$ cat src/hmt_pkg.sv
package hmt_pkg;
   // Clock and soft power-cycle timing
   localparam int CLK_PERIOD_NS = 100;
   localparam int SPC_TIME_NS   = 500;
   localparam int SPC_CYCLES    =
      (SPC_TIME_NS + CLK_PERIOD_NS - 1) / CLK_PERIOD_NS;
   localparam int SPC_W         = 4;

   // Device register offsets
   localparam logic [7:0] DEV_STATUS_ADDR = 8'h00;
   localparam logic [7:0] DEV_MODE_ADDR   = 8'h01;
   localparam logic [7:0] DEV_RTV_ADDR    = 8'h02;
   localparam logic [7:0] DEV_GO_ADDR     = 8'h0C;
   localparam logic [7:0] DEV_CTRL_ADDR   = 8'h1D;

   // Device field positions
   localparam int SPC_BIT     = 7;
   localparam int STANDBY_BIT = 6;
   localparam int RESULT_BIT  = 3;
   localparam int GO_BIT      = 0;
   localparam int FMT_BIT     = 3;
   localparam int ACC_BIT     = 1;
   localparam int PWMAN_BIT   = 0;

   // Device reset values
   localparam logic       STANDBY_RST = 1'b1;
   localparam logic [7:0] RTV_RST     = 8'h00;

   typedef enum logic [2:0] {
      HMT_INTERNAL, HMT_EDGE, HMT_LEVEL, HMT_PWM_ANALOG,
      HMT_AUDIO, HMT_REALTIME, HMT_DIAG, HMT_CAL
   } hmt_mode_t;

   // Host AXI4-Lite register offsets
   localparam logic [7:0] H_CMD_ADDR  = 8'h00;
   localparam logic [7:0] H_RES_ADDR  = 8'h04;
   localparam logic [7:0] H_TRIG_ADDR = 8'h08;
   localparam logic [7:0] H_IST_ADDR  = 8'h0C;
   localparam logic [7:0] H_ICLR_ADDR = 8'h10;
   localparam logic [7:0] H_IEN_ADDR  = 8'h14;
   localparam int CMD_WR_BIT  = 16;
   localparam int RES_BSY_BIT = 8;
   localparam logic [1:0] RESP_OKAY   = 2'b00;
   localparam logic [1:0] RESP_SLVERR = 2'b10;
endpackage : hmt_pkg

$ cat src/hmt_link_if.sv
`timescale 1ns/100ps
interface hmt_link_if;
   logic       req;
   logic       we;
   logic [7:0] addr;
   logic [7:0] wdata;
   logic [7:0] rdata;
   logic       ack;
   logic       trig;

   modport dev  (input req, we, addr, wdata, trig, output rdata, ack);
   modport host (output req, we, addr, wdata, trig, input rdata, ack);
endinterface : hmt_link_if

$ cat src/hmt_device.sv
// Operation
// - Bit 7 write runs soft power cycle, self-clears
// - Power cycle aborts playback, restores all defaults; a mode 1/2 trigger rise in its write cycle still sends play_start
// - Standby bit 6 resets high; zero means ready
// - Mode 0: fire bit write starts waveform
// - Mode 1: trigger rising edge sets fire bit
// - Mode 1: second rising edge cancels waveform
// - Mode 2: fire bit tracks trigger level
// - Mode 2: redundant trigger transition changes nothing
// - Mode 3: drive from pin, PWM/analog select
// - Mode 4: host sets coupling and select bits
// - Mode 5: drive from realtime value register
// - Mode 6: fire runs diagnostic, flag holds result
// - Mode 7: host loads parameters, fire runs calibration
// - Realtime value 8 bits, reset zero, mode 5
// - Realtime value signed unless format bit set
// - Host may rewrite realtime value any time; writes during the soft power cycle are ignored
// - Host idles via mode 0 or standby
// - Result flag bit 3, one fails, read clears
`timescale 1ns/100ps
module hmt_device (
   input  wire logic       clk,
   input  wire logic       rst,
   hmt_link_if.dev         link,
   input  wire logic       seq_done,
   input  wire logic       test_done,
   input  wire logic       test_fail,
   output logic            play_start,
   output logic            play_cancel,
   output logic            standby,
   output hmt_pkg::hmt_mode_t mode,
   output logic            drive_active,
   output logic            drive_from_pin,
   output logic            pin_is_analog,
   output logic            ac_coupling_enable,
   output logic [7:0]      realtime_drive_value,
   output logic            realtime_value_sign_format,
   output logic            test_run
);
   typedef struct packed {
      logic [hmt_pkg::SPC_W-1:0] spc_cnt;
      logic                      standby;
      hmt_pkg::hmt_mode_t        mode;
      logic [7:0]                rtv;
      logic                      go;
      logic                      fmt;
      logic                      acc;
      logic                      pwm_an;
      logic                      result;
      logic                      trig_d;
      logic                      ack;
      logic [7:0]                rdata;
      logic                      start;
      logic                      cancel;
   } hmt_dev_state_t;

   hmt_dev_state_t s_r;
   hmt_dev_state_t s_nxt;

   logic       wr;
   logic       rd;
   logic       rise;
   logic       fall;
   logic       ext_mode;
   logic [7:0] rd_val;

   assign wr       = link.req & link.we & ~s_r.ack;
   assign rd       = link.req & ~link.we & ~s_r.ack;
   assign rise     = link.trig & ~s_r.trig_d;
   assign fall     = ~link.trig & s_r.trig_d;
   assign ext_mode = (s_r.mode == hmt_pkg::HMT_EDGE) ||
                     (s_r.mode == hmt_pkg::HMT_LEVEL);

   always_comb begin
      rd_val = 8'h00;
      case (link.addr)
         hmt_pkg::DEV_STATUS_ADDR: begin
            rd_val[hmt_pkg::RESULT_BIT] = s_r.result;
         end
         hmt_pkg::DEV_MODE_ADDR: begin
            rd_val[hmt_pkg::SPC_BIT]     = (s_r.spc_cnt != '0);
            rd_val[hmt_pkg::STANDBY_BIT] = s_r.standby;
            rd_val[2:0]                  = s_r.mode;
         end
         hmt_pkg::DEV_RTV_ADDR: rd_val = s_r.rtv;
         hmt_pkg::DEV_GO_ADDR: begin
            rd_val[hmt_pkg::GO_BIT] = s_r.go;
         end
         hmt_pkg::DEV_CTRL_ADDR: begin
            rd_val[hmt_pkg::FMT_BIT]   = s_r.fmt;
            rd_val[hmt_pkg::ACC_BIT]   = s_r.acc;
            rd_val[hmt_pkg::PWMAN_BIT] = s_r.pwm_an;
         end
         default: rd_val = 8'h00;
      endcase
   end

   always_comb begin
      s_nxt        = s_r;
      s_nxt.ack    = link.req & ~s_r.ack;
      s_nxt.rdata  = rd ? rd_val : s_r.rdata;
      s_nxt.trig_d = link.trig;
      s_nxt.start  = 1'b0;
      s_nxt.cancel = 1'b0;
      if (s_r.spc_cnt != '0) begin
         // All registers held at default while the cycle runs
         s_nxt.standby = hmt_pkg::STANDBY_RST;
         s_nxt.mode    = hmt_pkg::HMT_INTERNAL;
         s_nxt.rtv     = hmt_pkg::RTV_RST;
         s_nxt.go      = 1'b0;
         s_nxt.fmt     = 1'b0;
         s_nxt.acc     = 1'b0;
         s_nxt.pwm_an  = 1'b0;
         s_nxt.result  = 1'b0;
         s_nxt.spc_cnt = s_r.spc_cnt - 1'b1;
      end else begin
         // Result flag: read clears, new outcome wins
         if (rd && link.addr == hmt_pkg::DEV_STATUS_ADDR) begin
            s_nxt.result = 1'b0;
         end
         if (wr) begin
            case (link.addr)
               hmt_pkg::DEV_MODE_ADDR: begin
                  s_nxt.standby = link.wdata[hmt_pkg::STANDBY_BIT];
                  s_nxt.mode    = hmt_pkg::hmt_mode_t'(link.wdata[2:0]);
                  if (link.wdata[hmt_pkg::SPC_BIT]) begin
                     s_nxt.spc_cnt = hmt_pkg::SPC_W'(hmt_pkg::SPC_CYCLES);
                     s_nxt.go      = 1'b0;
                     s_nxt.cancel  = s_r.go;
                     // Defaults at once, so the written mode never shows
                     s_nxt.standby = hmt_pkg::STANDBY_RST;
                     s_nxt.mode    = hmt_pkg::HMT_INTERNAL;
                     s_nxt.rtv     = hmt_pkg::RTV_RST;
                     s_nxt.fmt     = 1'b0;
                     s_nxt.acc     = 1'b0;
                     s_nxt.pwm_an  = 1'b0;
                     s_nxt.result  = 1'b0;
                  end
               end
               hmt_pkg::DEV_RTV_ADDR: s_nxt.rtv = link.wdata;
               hmt_pkg::DEV_GO_ADDR: begin
                  if (link.wdata[hmt_pkg::GO_BIT] && !s_r.go) begin
                     s_nxt.go    = 1'b1;
                     s_nxt.start = 1'b1;
                  end else if (!link.wdata[hmt_pkg::GO_BIT] && s_r.go) begin
                     s_nxt.go     = 1'b0;
                     s_nxt.cancel = 1'b1;
                  end
               end
               hmt_pkg::DEV_CTRL_ADDR: begin
                  s_nxt.fmt    = link.wdata[hmt_pkg::FMT_BIT];
                  s_nxt.acc    = link.wdata[hmt_pkg::ACC_BIT];
                  s_nxt.pwm_an = link.wdata[hmt_pkg::PWMAN_BIT];
               end
               default: ;
            endcase
         end
         // Sequence end frees the fire bit in internal and trigger modes (0, 1, 2)
         if (s_r.go && seq_done &&
             (ext_mode || s_r.mode == hmt_pkg::HMT_INTERNAL)) begin
            s_nxt.go = 1'b0;
         end
         // Diagnostic and calibration end
         if (s_r.go && test_done &&
             (s_r.mode == hmt_pkg::HMT_DIAG ||
              s_r.mode == hmt_pkg::HMT_CAL)) begin
            s_nxt.go     = 1'b0;
            s_nxt.result = test_fail;
         end
         // Pin edges checked last: a pin event beats a sequence end
         if (!s_r.standby) begin
            case (s_r.mode)
               hmt_pkg::HMT_EDGE: begin
                  if (rise && !s_r.go) begin
                     s_nxt.go    = 1'b1;
                     s_nxt.start = 1'b1;
                  end else if (rise) begin
                     s_nxt.go     = 1'b0;
                     s_nxt.cancel = 1'b1;
                  end
               end
               hmt_pkg::HMT_LEVEL: begin
                  // Redundant edges fall through untouched
                  if (rise && !s_r.go) begin
                     s_nxt.go    = 1'b1;
                     s_nxt.start = 1'b1;
                  end else if (fall && s_r.go) begin
                     s_nxt.go     = 1'b0;
                     s_nxt.cancel = 1'b1;
                  end
               end
               default: ;
            endcase
         end
      end
   end

   always_ff @(posedge clk) begin
      if (rst) begin
         s_r         <= '0;
         s_r.standby <= hmt_pkg::STANDBY_RST;
         s_r.rtv     <= hmt_pkg::RTV_RST;
      end else begin
         s_r <= s_nxt;
      end
   end

   assign link.ack   = s_r.ack;
   assign link.rdata = s_r.rdata;

   assign play_start  = s_r.start;
   assign play_cancel = s_r.cancel;
   assign standby     = s_r.standby;
   assign mode        = s_r.mode;
   assign test_run    = s_r.go &&
                        (s_r.mode == hmt_pkg::HMT_DIAG ||
                         s_r.mode == hmt_pkg::HMT_CAL);
   // Continuous drive modes ignore the fire bit
   assign drive_active = !s_r.standby && (s_r.spc_cnt == '0) &&
                         (s_r.mode == hmt_pkg::HMT_PWM_ANALOG ||
                          s_r.mode == hmt_pkg::HMT_AUDIO ||
                          s_r.mode == hmt_pkg::HMT_REALTIME);
   assign drive_from_pin = s_r.mode == hmt_pkg::HMT_PWM_ANALOG ||
                           s_r.mode == hmt_pkg::HMT_AUDIO;
   assign pin_is_analog      = s_r.pwm_an;
   assign ac_coupling_enable = s_r.acc;
   // Value reaches the load only in realtime mode
   assign realtime_drive_value =
      (s_r.mode == hmt_pkg::HMT_REALTIME) ? s_r.rtv : 8'h00;
   assign realtime_value_sign_format = s_r.fmt;
endmodule : hmt_device

$ cat src/flat_wrapper.sv
// flat-port wrapper written by rule: the top's interface ports become plain ports
module hmt_device_flat 
  (clk, rst, seq_done, test_done, test_fail, play_start, play_cancel, standby, mode, drive_active, drive_from_pin, pin_is_analog, ac_coupling_enable, realtime_drive_value, realtime_value_sign_format, test_run, link_req, link_we, link_addr, link_wdata, link_trig, link_rdata, link_ack);
  hmt_link_if link_i ();
  input  wire logic clk;
  input  wire logic rst;
  input  wire logic seq_done;
  input  wire logic test_done;
  input  wire logic test_fail;
  output logic play_start;
  output logic play_cancel;
  output logic standby;
  output hmt_pkg::hmt_mode_t mode;
  output logic drive_active;
  output logic drive_from_pin;
  output logic pin_is_analog;
  output logic ac_coupling_enable;
  output logic [7:0] realtime_drive_value;
  output logic realtime_value_sign_format;
  output logic test_run;
  input wire logic [$bits(link_i.req)-1:0] link_req;
  input wire logic [$bits(link_i.we)-1:0] link_we;
  input wire logic [$bits(link_i.addr)-1:0] link_addr;
  input wire logic [$bits(link_i.wdata)-1:0] link_wdata;
  input wire logic [$bits(link_i.trig)-1:0] link_trig;
  output wire logic [$bits(link_i.rdata)-1:0] link_rdata;
  output wire logic [$bits(link_i.ack)-1:0] link_ack;
  assign link_i.req = link_req;
  assign link_i.we = link_we;
  assign link_i.addr = link_addr;
  assign link_i.wdata = link_wdata;
  assign link_i.trig = link_trig;
  assign link_rdata = link_i.rdata;
  assign link_ack = link_i.ack;
  hmt_device u_core (.clk(clk), .rst(rst), .link(link_i), .seq_done(seq_done), .test_done(test_done), .test_fail(test_fail), .play_start(play_start), .play_cancel(play_cancel), .standby(standby), .mode(mode), .drive_active(drive_active), .drive_from_pin(drive_from_pin), .pin_is_analog(pin_is_analog), .ac_coupling_enable(ac_coupling_enable), .realtime_drive_value(realtime_drive_value), .realtime_value_sign_format(realtime_value_sign_format), .test_run(test_run));
endmodule
$ cat config.mk
export PLATFORM = sky130hd
export DESIGN_NAME = hmt_device_flat
export DESIGN_NICKNAME = d
export VERILOG_FILES = /design/src/hmt_pkg.sv /design/src/hmt_link_if.sv /design/src/hmt_device.sv /design/src/flat_wrapper.sv
export SDC_FILE = /design/constraint.sdc
export NUM_CORES = 1
export LEC_CHECK = 0
export BUFFER_PORTS_ARGS = -buffer_cell sky130_fd_sc_hd__buf_2
export CAP_MARGIN = 0
export CORE_MARGIN = 3
export CORE_UTILIZATION = 50
export CTS_CLUSTER_SIZE = 12
export DETAILED_ROUTE_END_ITERATION = 6
export GPL_ROUTABILITY_DRIVEN = 1
export PLACE_DENSITY = 0.78
export SLEW_MARGIN = 0
export SYNTH_ARGS = -nofsm -noshare
export SYNTH_HDL_FRONTEND = slang
export SYNTH_SLANG_ARGS = --single-unit
$ cat constraint.sdc
create_clock -name clk -period 3.1 [get_ports clk]
set_input_delay 0 -clock clk [delete_from_list [all_inputs] [get_ports clk]]
set_output_delay 0 -clock clk [all_outputs]
set_load 0.02 [all_outputs]
# Word level (Yosys, flattened, before mapping)
# Cells that the tools add are included.
[op_classes] reduce_logical=34 n_mux=41 n_bitwise=11 n_eq_ne=12 add_sub_neg=1
[op_table] op="two-way mux 21 bit" count=3
[op_table] op="two-way mux 1 bit" count=22
[op_table] op="two-way mux 8 bit" count=2
[op_table] op="case mux 8 bit (2 select lines)" count=1
[op_table] op="== test 3 bit (second input constant)" count=4
[op_table] op="logical AND 1 bit" count=12
[op_table] op="nonzero test 2 bit" count=5
[op_table] op="AND reduction 3 bit" count=3
[op_table] op="== test 8 x 1 -> 1 bit (second input constant)" count=1
[op_table] op="== test 8 x 2 -> 1 bit (second input constant)" count=1
[op_table] op="== test 8 x 4 -> 1 bit (second input constant)" count=1
[op_table] op="== test 8 x 5 -> 1 bit (second input constant)" count=1
[op_table] op="logical NOT 8 bit" count=1
[op_table] op="case mux 1 bit (2 select lines)" count=4
[op_table] op="case mux 2 bit (2 select lines)" count=2
[op_table] op="bitwise AND 1 bit" count=7
[op_table] op="== test 3 x 2 -> 1 bit (second input constant)" count=2
[op_table] op="two-way mux 2 bit" count=3
[op_table] op="case mux 1 bit (3 select lines)" count=2
[op_table] op="case mux 3 bit (2 select lines)" count=1
[op_table] op="logical OR 1 bit" count=5
[op_table] op="logical NOT 4 bit" count=1
[op_table] op="inverter 1 bit" count=4
[op_table] op="case mux 1 bit (4 select lines)" count=1
[op_table] op="8 further kinds" count=10
[totals] wordCells=113 reg_bits=33 out_inout_bits=29 inputBits=24

# Depth between registers and ports, before layout
# Gate-level depths: netlist (run 1).
[depth] ltp_word=15 mapped_depth=7 mapped_depth_nobuf=4

# Least setup slack after synthesis (run 1)
# Ideal clock, no wire load.
[synth_path] path_type="flip-flop to flip-flop" from="register u_core.s_r, in the netlist u_core.link.ack" to="register u_core.s_r[12] (netlist name)" synth_period_minus_slack_ns=1.637 n_path_buf=1 slack_ns=1.463 t_required_ns=2.969 t_arrival_ns=1.506 setup_ns=0.131 path_stages_with_launch=6 cell_sequence="dfxtp_1 or3b_2 buf_2 o22a_1 o311ai_0 a21oi_1"
[synth_between] elab_chain_cells=8 elab_cells_between_ends=9 cone_classes="mux: 5; bitwise: 3; reduce/logical: 1"
[synth_rtl] item="from (decl)" line_no="hmt_device.sv:57" text="hmt_dev_state_t s_r;"
[synth_rtl] item="from (signal assigned)" line_no="hmt_device.sv:204" text="s_r <= s_nxt;"
[synth_rtl] item="inverter 1 bit *" line_no="hmt_device.sv:67, hmt_device.sv:68"
[synth_rtl] item="bitwise AND 1 bit" line_no="hmt_device.sv:68" text="assign rd = link.req & ~link.we & ~s_r.ack;"
[synth_rtl] item="logical AND 1 bit" line_no="hmt_device.sv:118" text="if (rd && link.addr == hmt_pkg::DEV_STATUS_ADDR) begin"
[synth_rtl] item="two-way mux 1 bit" line_no="hmt_device.sv:118"
[synth_rtl] item="two-way mux 21 bit" line_no="hmt_device.sv:126" text="if (link.wdata[hmt_pkg::SPC_BIT]) begin"
[synth_rtl] item="two-way mux 1 bit" line_no="hmt_device.sv:122" text="case (link.addr)"
[synth_rtl] item="two-way mux 21 bit *" line_no="hmt_device.sv:121" text="if (wr) begin"
[synth_rtl] item="two-way mux 1 bit *" line_no="hmt_device.sv:164" text="if (s_r.go && test_done &&"
# Every way passes the cells marked *; elsewhere a longest branch is shown, timed or not. The select of a mux whose other input is x is not followed.
# A chain may end at the register's enable or synchronous reset.

# Worst setup path after layout (run 1)
[layout_path] from="register u_core.s_r[29] (netlist name)" to="register u_core.s_r[16] (netlist name)"
[layout_between] elab_chain_cells=2
[layout_rtl] item="nonzero test 4 bit" line_no="hmt_device.sv:105" text="if (s_r.spc_cnt != '0) begin"
[layout_rtl] item="OR reduction 2 bit (no source line)"
# No other way between the ends.

==> flow_summary.json, run 1 <==
{
  "antenna_found_initial": 0,
  "startpoint_type": "register",
  "synthFlopType": "dfxtp_1",
  "drtIter0Drc": 112,
  "diodes": 0,
  "slowest_stage": "or4_4",
  "synth_top_area_share_pct": 37.29,
  "syn_area_um2": 1772,
  "cts_tree": "built",
  "numCtsBuffers": 5,
  "drive_above_1_share_pct": 26.59,
  "h-tree-depth": 2,
  "setup-tns-final_ns": 0,
  "worstPathArrival_ns": 2.04,
  "clk_latency_ns": 0.35,
  "synth_nets": 237,
  "worstPathRequired_ns": 3.36,
  "rsz0062_at_grt": "no",
  "drcViolationCount": 0,
  "ys_warn_count": 0,
  "fin_util_pct": 68.09,
  "post-route-period-util_pct": 57.35,
  "setup_viol": 0,
  "wl_met1_um": 2180,
  "dr.max_layer_used": "met4",
  "ir_worst_vdd_v": 0.0002441,
  "worst_slew_pin_slew_ns": 0.6906,
  "die_height_um": 65.53,
  "cts_resized": 0,
  "die_w_um": 65.53,
  "ys_async_sr_fraction_pct": 0,
  "wl_met3_um": 291,
  "grt_pass1_vias": 1635,
  "track_usage_pct": 23.66,
  "slew_viol_final": 0,
  "path_clk_slew_ns": 0.11,
  "max-cap-violations": 0,
  "via_per_inst": 5.653,
  "r2r-end": "u_core.s_r[16]",
  "core-area_um2": 3203,
  "cp-endpoint": "u_core.s_r[16]",
  "grt_pass1_wl_um": 7714,
  "p_leak_nw": 0.8936,
  "path_buf_inv": 1,
  "mostFrequentLayoutCells": "52 x buf_2, 33 x dfxtp_1, 25 x nor2_1",
  "dr.pass1.iters": 4,
  "setup_ws_ns": 1.322,
  "avgSynthCellArea_um2": 8.318,
  "layout_min_cycle_time_ns": 1.778,
  "vias": 1758,
  "cts_num_sinks": 33,
  "ff2ff_path_depth": 5,
  "rows": 20,
  "fmax_mhz": 562.5,
  "fillers": 299,
  "layout_commonest_cell": "buf_2",
  "place_inst": 291,
  "yosysUniqueCellTypes": 47,
  "reg2reg_slack_ns": 1.32,
  "cts_setup_buffers": 0,
  "hp-class": "in2reg",
  "areaGrowthSynthToFinish_pct": 23.09,
  "cts-root-buf": "clkbuf_4",
  "pre_cts_ws_ns": 1.345,
  "ant_nets": 0,
  "hold_viol": 0,
  "cpPeakStageDelay_ns": 0.55,
  "start_util_pct": 55.31,
  "power.density_nw_per_um2": 394.0,
  "finClkSkew_ns": 0.009108,
  "layoutNonFillerInstCount": 311,
  "status": "finished, final reports clean",
  "clock_path_buffers": 2,
  "netlist.top_cell.by_area": "dfxtp_1",
  "slew_headroom_pct": 53.92,
  "port_buffers": 52,
  "post_drt_wl_per_cell_um": 14.95,
  "synth_edf_count": 0,
  "dp_hpwl_um": 3346,
  "endpoint_kind": "register",
  "critical_path_class": "reg2reg",
  "crit_fanout": 16,
  "synthTopCellsByArea": "dfxtp_1 37%, nor2_1 5.3%, buf_4 4.7%",
  "grt_max_degree": 17,
  "worst-path-stages": 5,
  "ys_seq_area_share_pct": 37.29,
  "die_area_um2": 4294,
  "path_delay_family": "simple AND/OR/NAND/NOR gates",
  "globalplace.congestion": 0.8736,
  "nNetsFinal": 290,
  "worstPathCellList": "or4_4 > or2_0 > buf_4 > a221o_1 > o32ai_2",
  "io_pins": 53,
  "drt-total-wl_um": 4649,
  "reg2reg_from": "u_core.s_r[29]",
  "netlist_instances": 213,
  "ys_ff_latch": 33,
  "grt.overflow.total": 0,
  "cp-startpoint": "u_core.s_r[29]",
  "wl_met2_um": 2124
}
==> flip-flops by register name, summed over array words and instances (netlist names) <==
signal / cells
u_core.mode: 3
u_core.play_start: 1
u_core.realtime_value_sign_format: 1
u_core.ac_coupling_enable: 1
u_core.standby: 1
u_core.s_r: 15
u_core.play_cancel: 1
u_core.pin_is_analog: 1
u_core.link.ack: 1
u_core.link.rdata: 8
==> synth_stat cells (2+ instances only) <==
master and instances:
a22o_1 5, a21oi_1 11, nand2b_1 6, buf_4 11, nand3_1 6, a22oi_1 7
or3_1 2, or4_1 2, and2_1 8, a221oi_1 2, nor3_1 12, nor3b_1 3
clkbuf_1 3, inv_1 4, nand2_1 14, dfxtp_1 33, nor2_1 25, a211oi_1 3
mux2i_1 3, and3_1 4, and3b_1 2, nor4_2 2, buf_2 5, nand4_1 2
or3b_2 3, nor2b_1 3, a31o_2 3, o21ai_0 7, nand3b_1 4
==> where the power goes <==
part / total [mW] / switching (mW) / leakage [nW] / internal, mW
clock: 0.342 / 0.150 / 0.0455 / 0.192
combinational: 0.0861 / 0.0488 / 0.581 / 0.0373
sequential: 0.431 / 0.00294 / 0.267 / 0.428
==> what timing repair did <==
action	4_1_cts	5_1_grt
hold buffers	12	0
setup endpoints to repair	0	0
endpoints found under the hold margin	14	0
==> final cells by class <==
| class | instances | area (um2) | area share (%) |
|---|---|---|---|
| clock inverter | 1 | 30.03 | 1.377 |
| tap | 44 | 55.05 | 2.524 |
| inverter | 4 | 15.01 | 0.6885 |
| multi-input combinational | 157 | 977.2 | 44.81 |
| clock buffer | 7 | 55.05 | 2.524 |
| sequential | 33 | 660.6 | 30.29 |
| timing repair buffer | 65 | 387.9 | 17.79 |
==> how the worst min path moves through the flow <==
stage,start,endpoint,cells after the start
final,rst,u_core.link.ack,2
after global routing,rst,u_core.link.ack,2
after global placement,link_wdata[5],u_core.s_r[22],3
after floorplan,rst,u_core.s_r[11],1
after detailed placement,link_wdata[5],u_core.s_r[22],3
after CTS,test_done,u_core.s_r[12],4
==> worst register-to-register path, delay by kind of cell (launching register included) <==
kind,cells,cell delay [ns]
compound gates,2,0.38
buf+inv,1,0.19
flops,1,0.37
simple gates,2,0.76
==> kinds of logic after synthesis <==
kind of cell    after synthesis  synth area share, %
simple gates                105                33.48
compound gates               49                19.99
flops                        33                37.29
buf+inv                      23                7.556
mux                           3                1.695
==> stage by stage <==
stage	hold slack, ns	power (mW)	instance area (um2)
finish	0.002183	0.8593	2181
global route	0.01742	0.8865	2181
CTS	0.006978	0.8591	2181
detailed placement	0.2463	0.5145	1976
global placement	0.2412	0.5136	1976
floorplan	0.07161	0.4844	1772
==> metal layers <==
| layer | vias up | GRT usage [%] |
|---|---|---|
| met3 | 7 | 7.179 |
| met4 | 0 | 9.067 |
| li1 | 878 | - |
| met5 | - | 0 |
| met1 | 811 | 30.86 |
| met2 | 62 | 36.54 |
Power figures use the tool's default switching activity.
==> inputs of run 2 (changes only) <==
CORE_UTILIZATION = 46   (was 50)
PLACE_DENSITY = 0.75   (was 0.78)
clock period = 1.6 ns   (was 3.1 ns; I/O delays follow)
==> flow_summary.json, run 2 (synthesis gave the netlist of run 1 again) <==
{
  "status": "finished, final reports clean",
  "grt.overflow.total": 0,
  "cts-root-buf": "clkbuf_8",
  "nNetsFinal": 303,
  "fillers": 330,
  "antenna_found_initial": 0,
  "slew_viol_final": 0,
  "max-cap-violations": 0,
  "worstPathArrival_ns": 1.58,
  "cts_tree": "built",
  "rows": 21,
  "fmax_mhz": 634.9,
  "setup-tns-final_ns": 0,
  "largest_reg_flops": 15,
  "die_height_um": 68.06,
  "port_buffers": 52,
  "hp-start": "link_req",
  "layout_min_cycle_time_ns": 1.575,
  "drt-total-wl_um": 4740,
  "post-route-period-util_pct": 98.44,
  "grt_max_degree": 13,
  "io_pins": 53,
  "reg2reg_from": "u_core.s_r[32]",
  "die_area_um2": 4632,
  "drcViolationCount": 0,
  "cp-startpoint": "u_core.s_r[32]",
  "grt_pass1_vias": 1698,
  "cts_num_sinks": 33,
  "path_clk_slew_ns": 0.07,
  "power_mw": 1.818,
  "finClkSkew_ns": 0.004213,
  "hp-class": "in2reg",
  "globalplace.congestion": 0.8708,
  "power.density_nw_per_um2": 783.2,
  "rsz0062_at_grt": "yes",
  "clk_latency_ns": 0.29,
  "dr.pass1.iters": 4,
  "crit_fanout": 3,
  "p_leak_nw": 0.9842,
  "startpoint_type": "register",
  "track_usage_pct": 22.21,
  "setup_viol": 0,
  "clock_path_buffers": 2,
  "worstPathRequired_ns": 1.60,
  "core-area_um2": 3521,
  "cts_setup_buffers": 0,
  "h-tree-depth": 2,
  "ir_worst_vdd_v": 0.0006232,
  "drtIter0Drc": 115,
  "numCtsBuffers": 5,
  "layout_commonest_cell": "buf_2",
  "drive_above_1_share_pct": 34.29,
  "critical_path_class": "reg2out",
  "mostFrequentLayoutCells": "51 x buf_2, 28 x dfxtp_1, 24 x nor2_1",
  "worst_slew_pin_slew_ns": 0.3492,
  "areaGrowthSynthToFinish_pct": 31.00,
  "post_drt_wl_per_cell_um": 14.54,
  "start_util_pct": 50.32,
  "ant_nets": 0,
  "vias": 1821,
  "hold_viol": 0,
  "regMostFlops": "u_core.s_r",
  "grt_pass1_wl_um": 7700,
  "die_w_um": 68.06,
  "slew_headroom_pct": 76.67,
  "diodes": 0,
  "dp_hpwl_um": 3591,
  "via_per_inst": 5.586,
  "endpoint_kind": "primary output"
}
## run 2: stage by stage
stage	utilization [%]	hold slack, ns	setup slack (ns)	cells	instance area, um2
floorplan	-	0.07161	-0.02017	213	1773
global placement	60.27	0.2513	0.08397	312	2122
detailed placement	60.27	0.2516	0.06899	312	2122
CTS	65.64	0.003878	0.009203	326	2311
global route	65.92	0.01772	-0.03233	326	2321
finish	65.92	0.007412	0.02488	326	2321
## run 2: worst paths after layout
check	slack, ns	endpoint	depth (start not counted)
setup reg to reg	0.03	u_core.pin_is_analog	5
hold / removal	0.007	u_core.link.ack	3
hold reg to reg	0.45	u_core.link.rdata[5]	2
setup / recovery	0.02	drive_active	5
## run 2: final cells by class
class,instances,area (um2),share of cell area [%]
Clock buffer,7,86.33,3.720
Clock inverter,1,30.03,1.294
Inverter,4,15.01,0.6469
Multi-Input combinational cell,157,984.7,42.43
Sequential cell,33,666.9,28.73
Tap cell,46,57.56,2.480
Timing Repair Buffer,78,480.5,20.70
## run 2: where the power goes
part,switching [mW],internal [mW]
combinational,0.0970,0.0783
sequential,0.00562,0.830
clock,0.300,0.507
total,0.402,1.42
## run 2: metal layers
layer,global-route usage [%],vias up,routed length [um]
met1,28.67,850,2181
met3,6.732,7,334
met5,0,-,0
met4,7.444,0,58
li1,-,901,-
met2,35.14,63,2165
## run 2: repair_timing
action                                  CTS  global route
resized for setup                         4             6
hold buffers                              6             0
endpoints found under the hold margin     7             0
endpoints found under the setup margin    1            12
pin swaps                                 0             0
## run 2: critical path: stages, from the launching register on
cell	delay (ns)
dfxtp_2	0.32
or4_4	0.53
buf_6	0.14
nor2_4	0.06
o21a_1	0.13
buf_6	0.11
==> inputs of run 3 (changes only) <==
GPL_ROUTABILITY_DRIVEN = default   (was 1)
SLEW_MARGIN = default   (was 0)
clock period = 1.3 ns   (was 1.6 ns; I/O delays follow)
==> flow_summary.json, run 3 (synthesis gave the netlist of run 1 again) <==
{
  "status": "complete, but fails checks",
  "violations": "negative setup slack",
  "r2r-end": "u_core.s_r[16]",
  "die_area_um2": 4632,
  "cpPeakStageDelay_ns": 0.54,
  "setup_ws_ns": -0.3277,
  "reg2reg_slack_ns": -0.31,
  "areaGrowthSynthToFinish_pct": 59.67,
  "nNetsFinal": 330,
  "use_met1_pct": 31.62,
  "p_leak_nw": 1.185,
  "core-area_um2": 3521,
  "worstPathRequired_ns": 1.30,
  "antenna_found_initial": 0,
  "ir_worst_vdd_v": 0.0006181,
  "drcViolationCount": 0,
  "ff_latch_area_um2": 673.1,
  "dr.pass1.iters": 5,
  "endpoint_kind": "primary output",
  "setup_viol": 30,
  "path_clk_slew_ns": 0.07,
  "power.density_nw_per_um2": 825.4,
  "mostFrequentLayoutCells": "42 x buf_2, 36 x buf_4, 27 x dfxtp_1",
  "fmax_mhz": 614.4,
  "layout_commonest_cell": "buf_2",
  "critical_path_class": "reg2out",
  "worstPathArrival_ns": 1.63,
  "crit_fanout": 3,
  "layout_min_cycle_time_ns": 1.628,
  "multiInputGateArea_um2": 1171,
  "drtIter0Drc": 155,
  "hold_end": "u_core.s_r[11]",
  "slew_headroom_pct": 75.66,
  "drive_above_1_share_pct": 52.12,
  "max-cap-violations": 0,
  "post-route-period-util_pct": 125.2,
  "path_buf_inv": 2,
  "slowest_stage": "or4_4",
  "hold_viol": 0,
  "fillers": 215,
  "die_height_um": 68.06,
  "h-tree-depth": 2,
  "post_drt_wl_per_cell_um": 18.48,
  "regMostFlops": "u_core.s_r",
  "numCtsBuffers": 5,
  "grtUsageMet3_pct": 6.240,
  "port_buffers": 52,
  "ant_nets": 0,
  "clock_path_buffers": 2,
  "crit_path_frequent_cell": "buf_6",
  "diodes": 0,
  "via_per_inst": 6.003,
  "grt_max_degree": 11,
  "rows": 21,
  "dp_hpwl_um": 3858,
  "clk_latency_ns": 0.30,
  "fin_util_pct": 80.35,
  "power_mw": 2.335,
  "path_delay_family": "simple AND/OR/NAND/NOR gates",
  "rsz0062_at_grt": "yes",
  "met2_usage_pct": 43.44,
  "largest_reg_flops": 15,
  "io_pins": 53,
  "hp-class": "in2reg",
  "grt-busiest-layer": "met2",
  "grt_pass1_wl_um": 8804,
  "grt.overflow.total": 0,
  "track_usage_pct": 25.88,
  "cts-root-buf": "clkbuf_8",
  "cts_tree": "built",
  "start_util_pct": 50.32,
  "globalplace.congestion": 0.8208,
  "vias": 2119,
  "reg2reg_from": "u_core.s_r[32]",
  "worst_slew_pin_slew_ns": 0.3623,
  "finClkSkew_ns": 0.004798,
  "slew_viol_final": 0,
  "worstPathCellList": "or4_4 > buf_6 > nor2_4 > o21a_1 > buf_6",
  "die_w_um": 68.06,
  "hp-start": "link_trig",
  "cts_num_sinks": 33,
  "startpoint_type": "register",
  "hold_depth": 2,
  "drt-total-wl_um": 6525,
  "grt_pass1_vias": 1855,
  "ff2ff_path_depth": 4
}
## run 3: changes by cell type in the layout (fill, tap and decap cells not counted), moves of 8 or more
cell and change:
buf_4 +17, nor2_1 -9, and2_1 -8, and2_4 +8, buf_6 +18, buf_2 -9
## run 3: report_power, final
group	switching, mW	internal (mW)
logic	0.157	0.138
registers	0.00691	1.02
clock network	0.391	0.625
total	0.555	1.78
## run 3: worst max-delay path by stage
stage / from / to / slack [ns] / cells after the start
6_report: u_core.s_r[32] / drive_active / -0.33 / 5
3_5_place_dp: u_core.s_r[32] / u_core.s_r[16] / -0.26 / 4
3_3_place_gp: u_core.s_r[32] / u_core.s_r[16] / -0.23 / 4
2_1_floorplan: u_core.s_r[32] / u_core.s_r[16] / -0.32 / 5
4_1_cts: u_core.s_r[29] / drive_active / -0.31 / 5
5_1_grt: u_core.s_r[32] / drive_active / -0.37 / 5
## run 3: per-layer routing
metal,part of all wire (%),wire (um)
met1,39,2513
met2,48,3145
met3,8.6,562
met4,4.7,304
met5,0,0
## run 3: worst register-to-register path, cell delays in order, from the launching register on
cell	delay (ns)
dfxtp_2	0.32
or4_4	0.54
or2_4	0.28
buf_6	0.15
o32ai_2	0.23
## run 3: metrics by stage
stage	hold slack [ns]	setup TNS (ns)	instances	cell area (um2)	setup slack (ns)
2_1_floorplan	0.06869	-3.424	213	1807	-0.3166
3_3_place_gp	0.2410	-3.390	331	2292	-0.2334
3_5_place_dp	0.2480	-3.984	331	2292	-0.2621
4_1_cts	0.002218	-4.784	348	2623	-0.3077
5_1_grt	0.01669	-6.579	353	2829	-0.3727
6_report	0.007588	-5.452	353	2829	-0.3277
## run 3: layout make-up
cell class	count	share of cell area [%]
Multi-Input combinational cell	157	41.40
Timing Repair Buffer	105	28.13
Sequential cell	33	23.79
Clock buffer	7	3.052
Tap cell	46	2.035
Clock inverter	1	1.061
Inverter	4	0.5307
## run 3: repair_timing
action / CTS / global route
resized for setup: 46 / 38
pin swaps: 8 / 20
hold buffers: 5 / 0
setup buffers: 3 / 4
endpoints found under the setup margin: 34 / 33
endpoints found under the hold margin: 5 / 0
cloned: 1 / 1
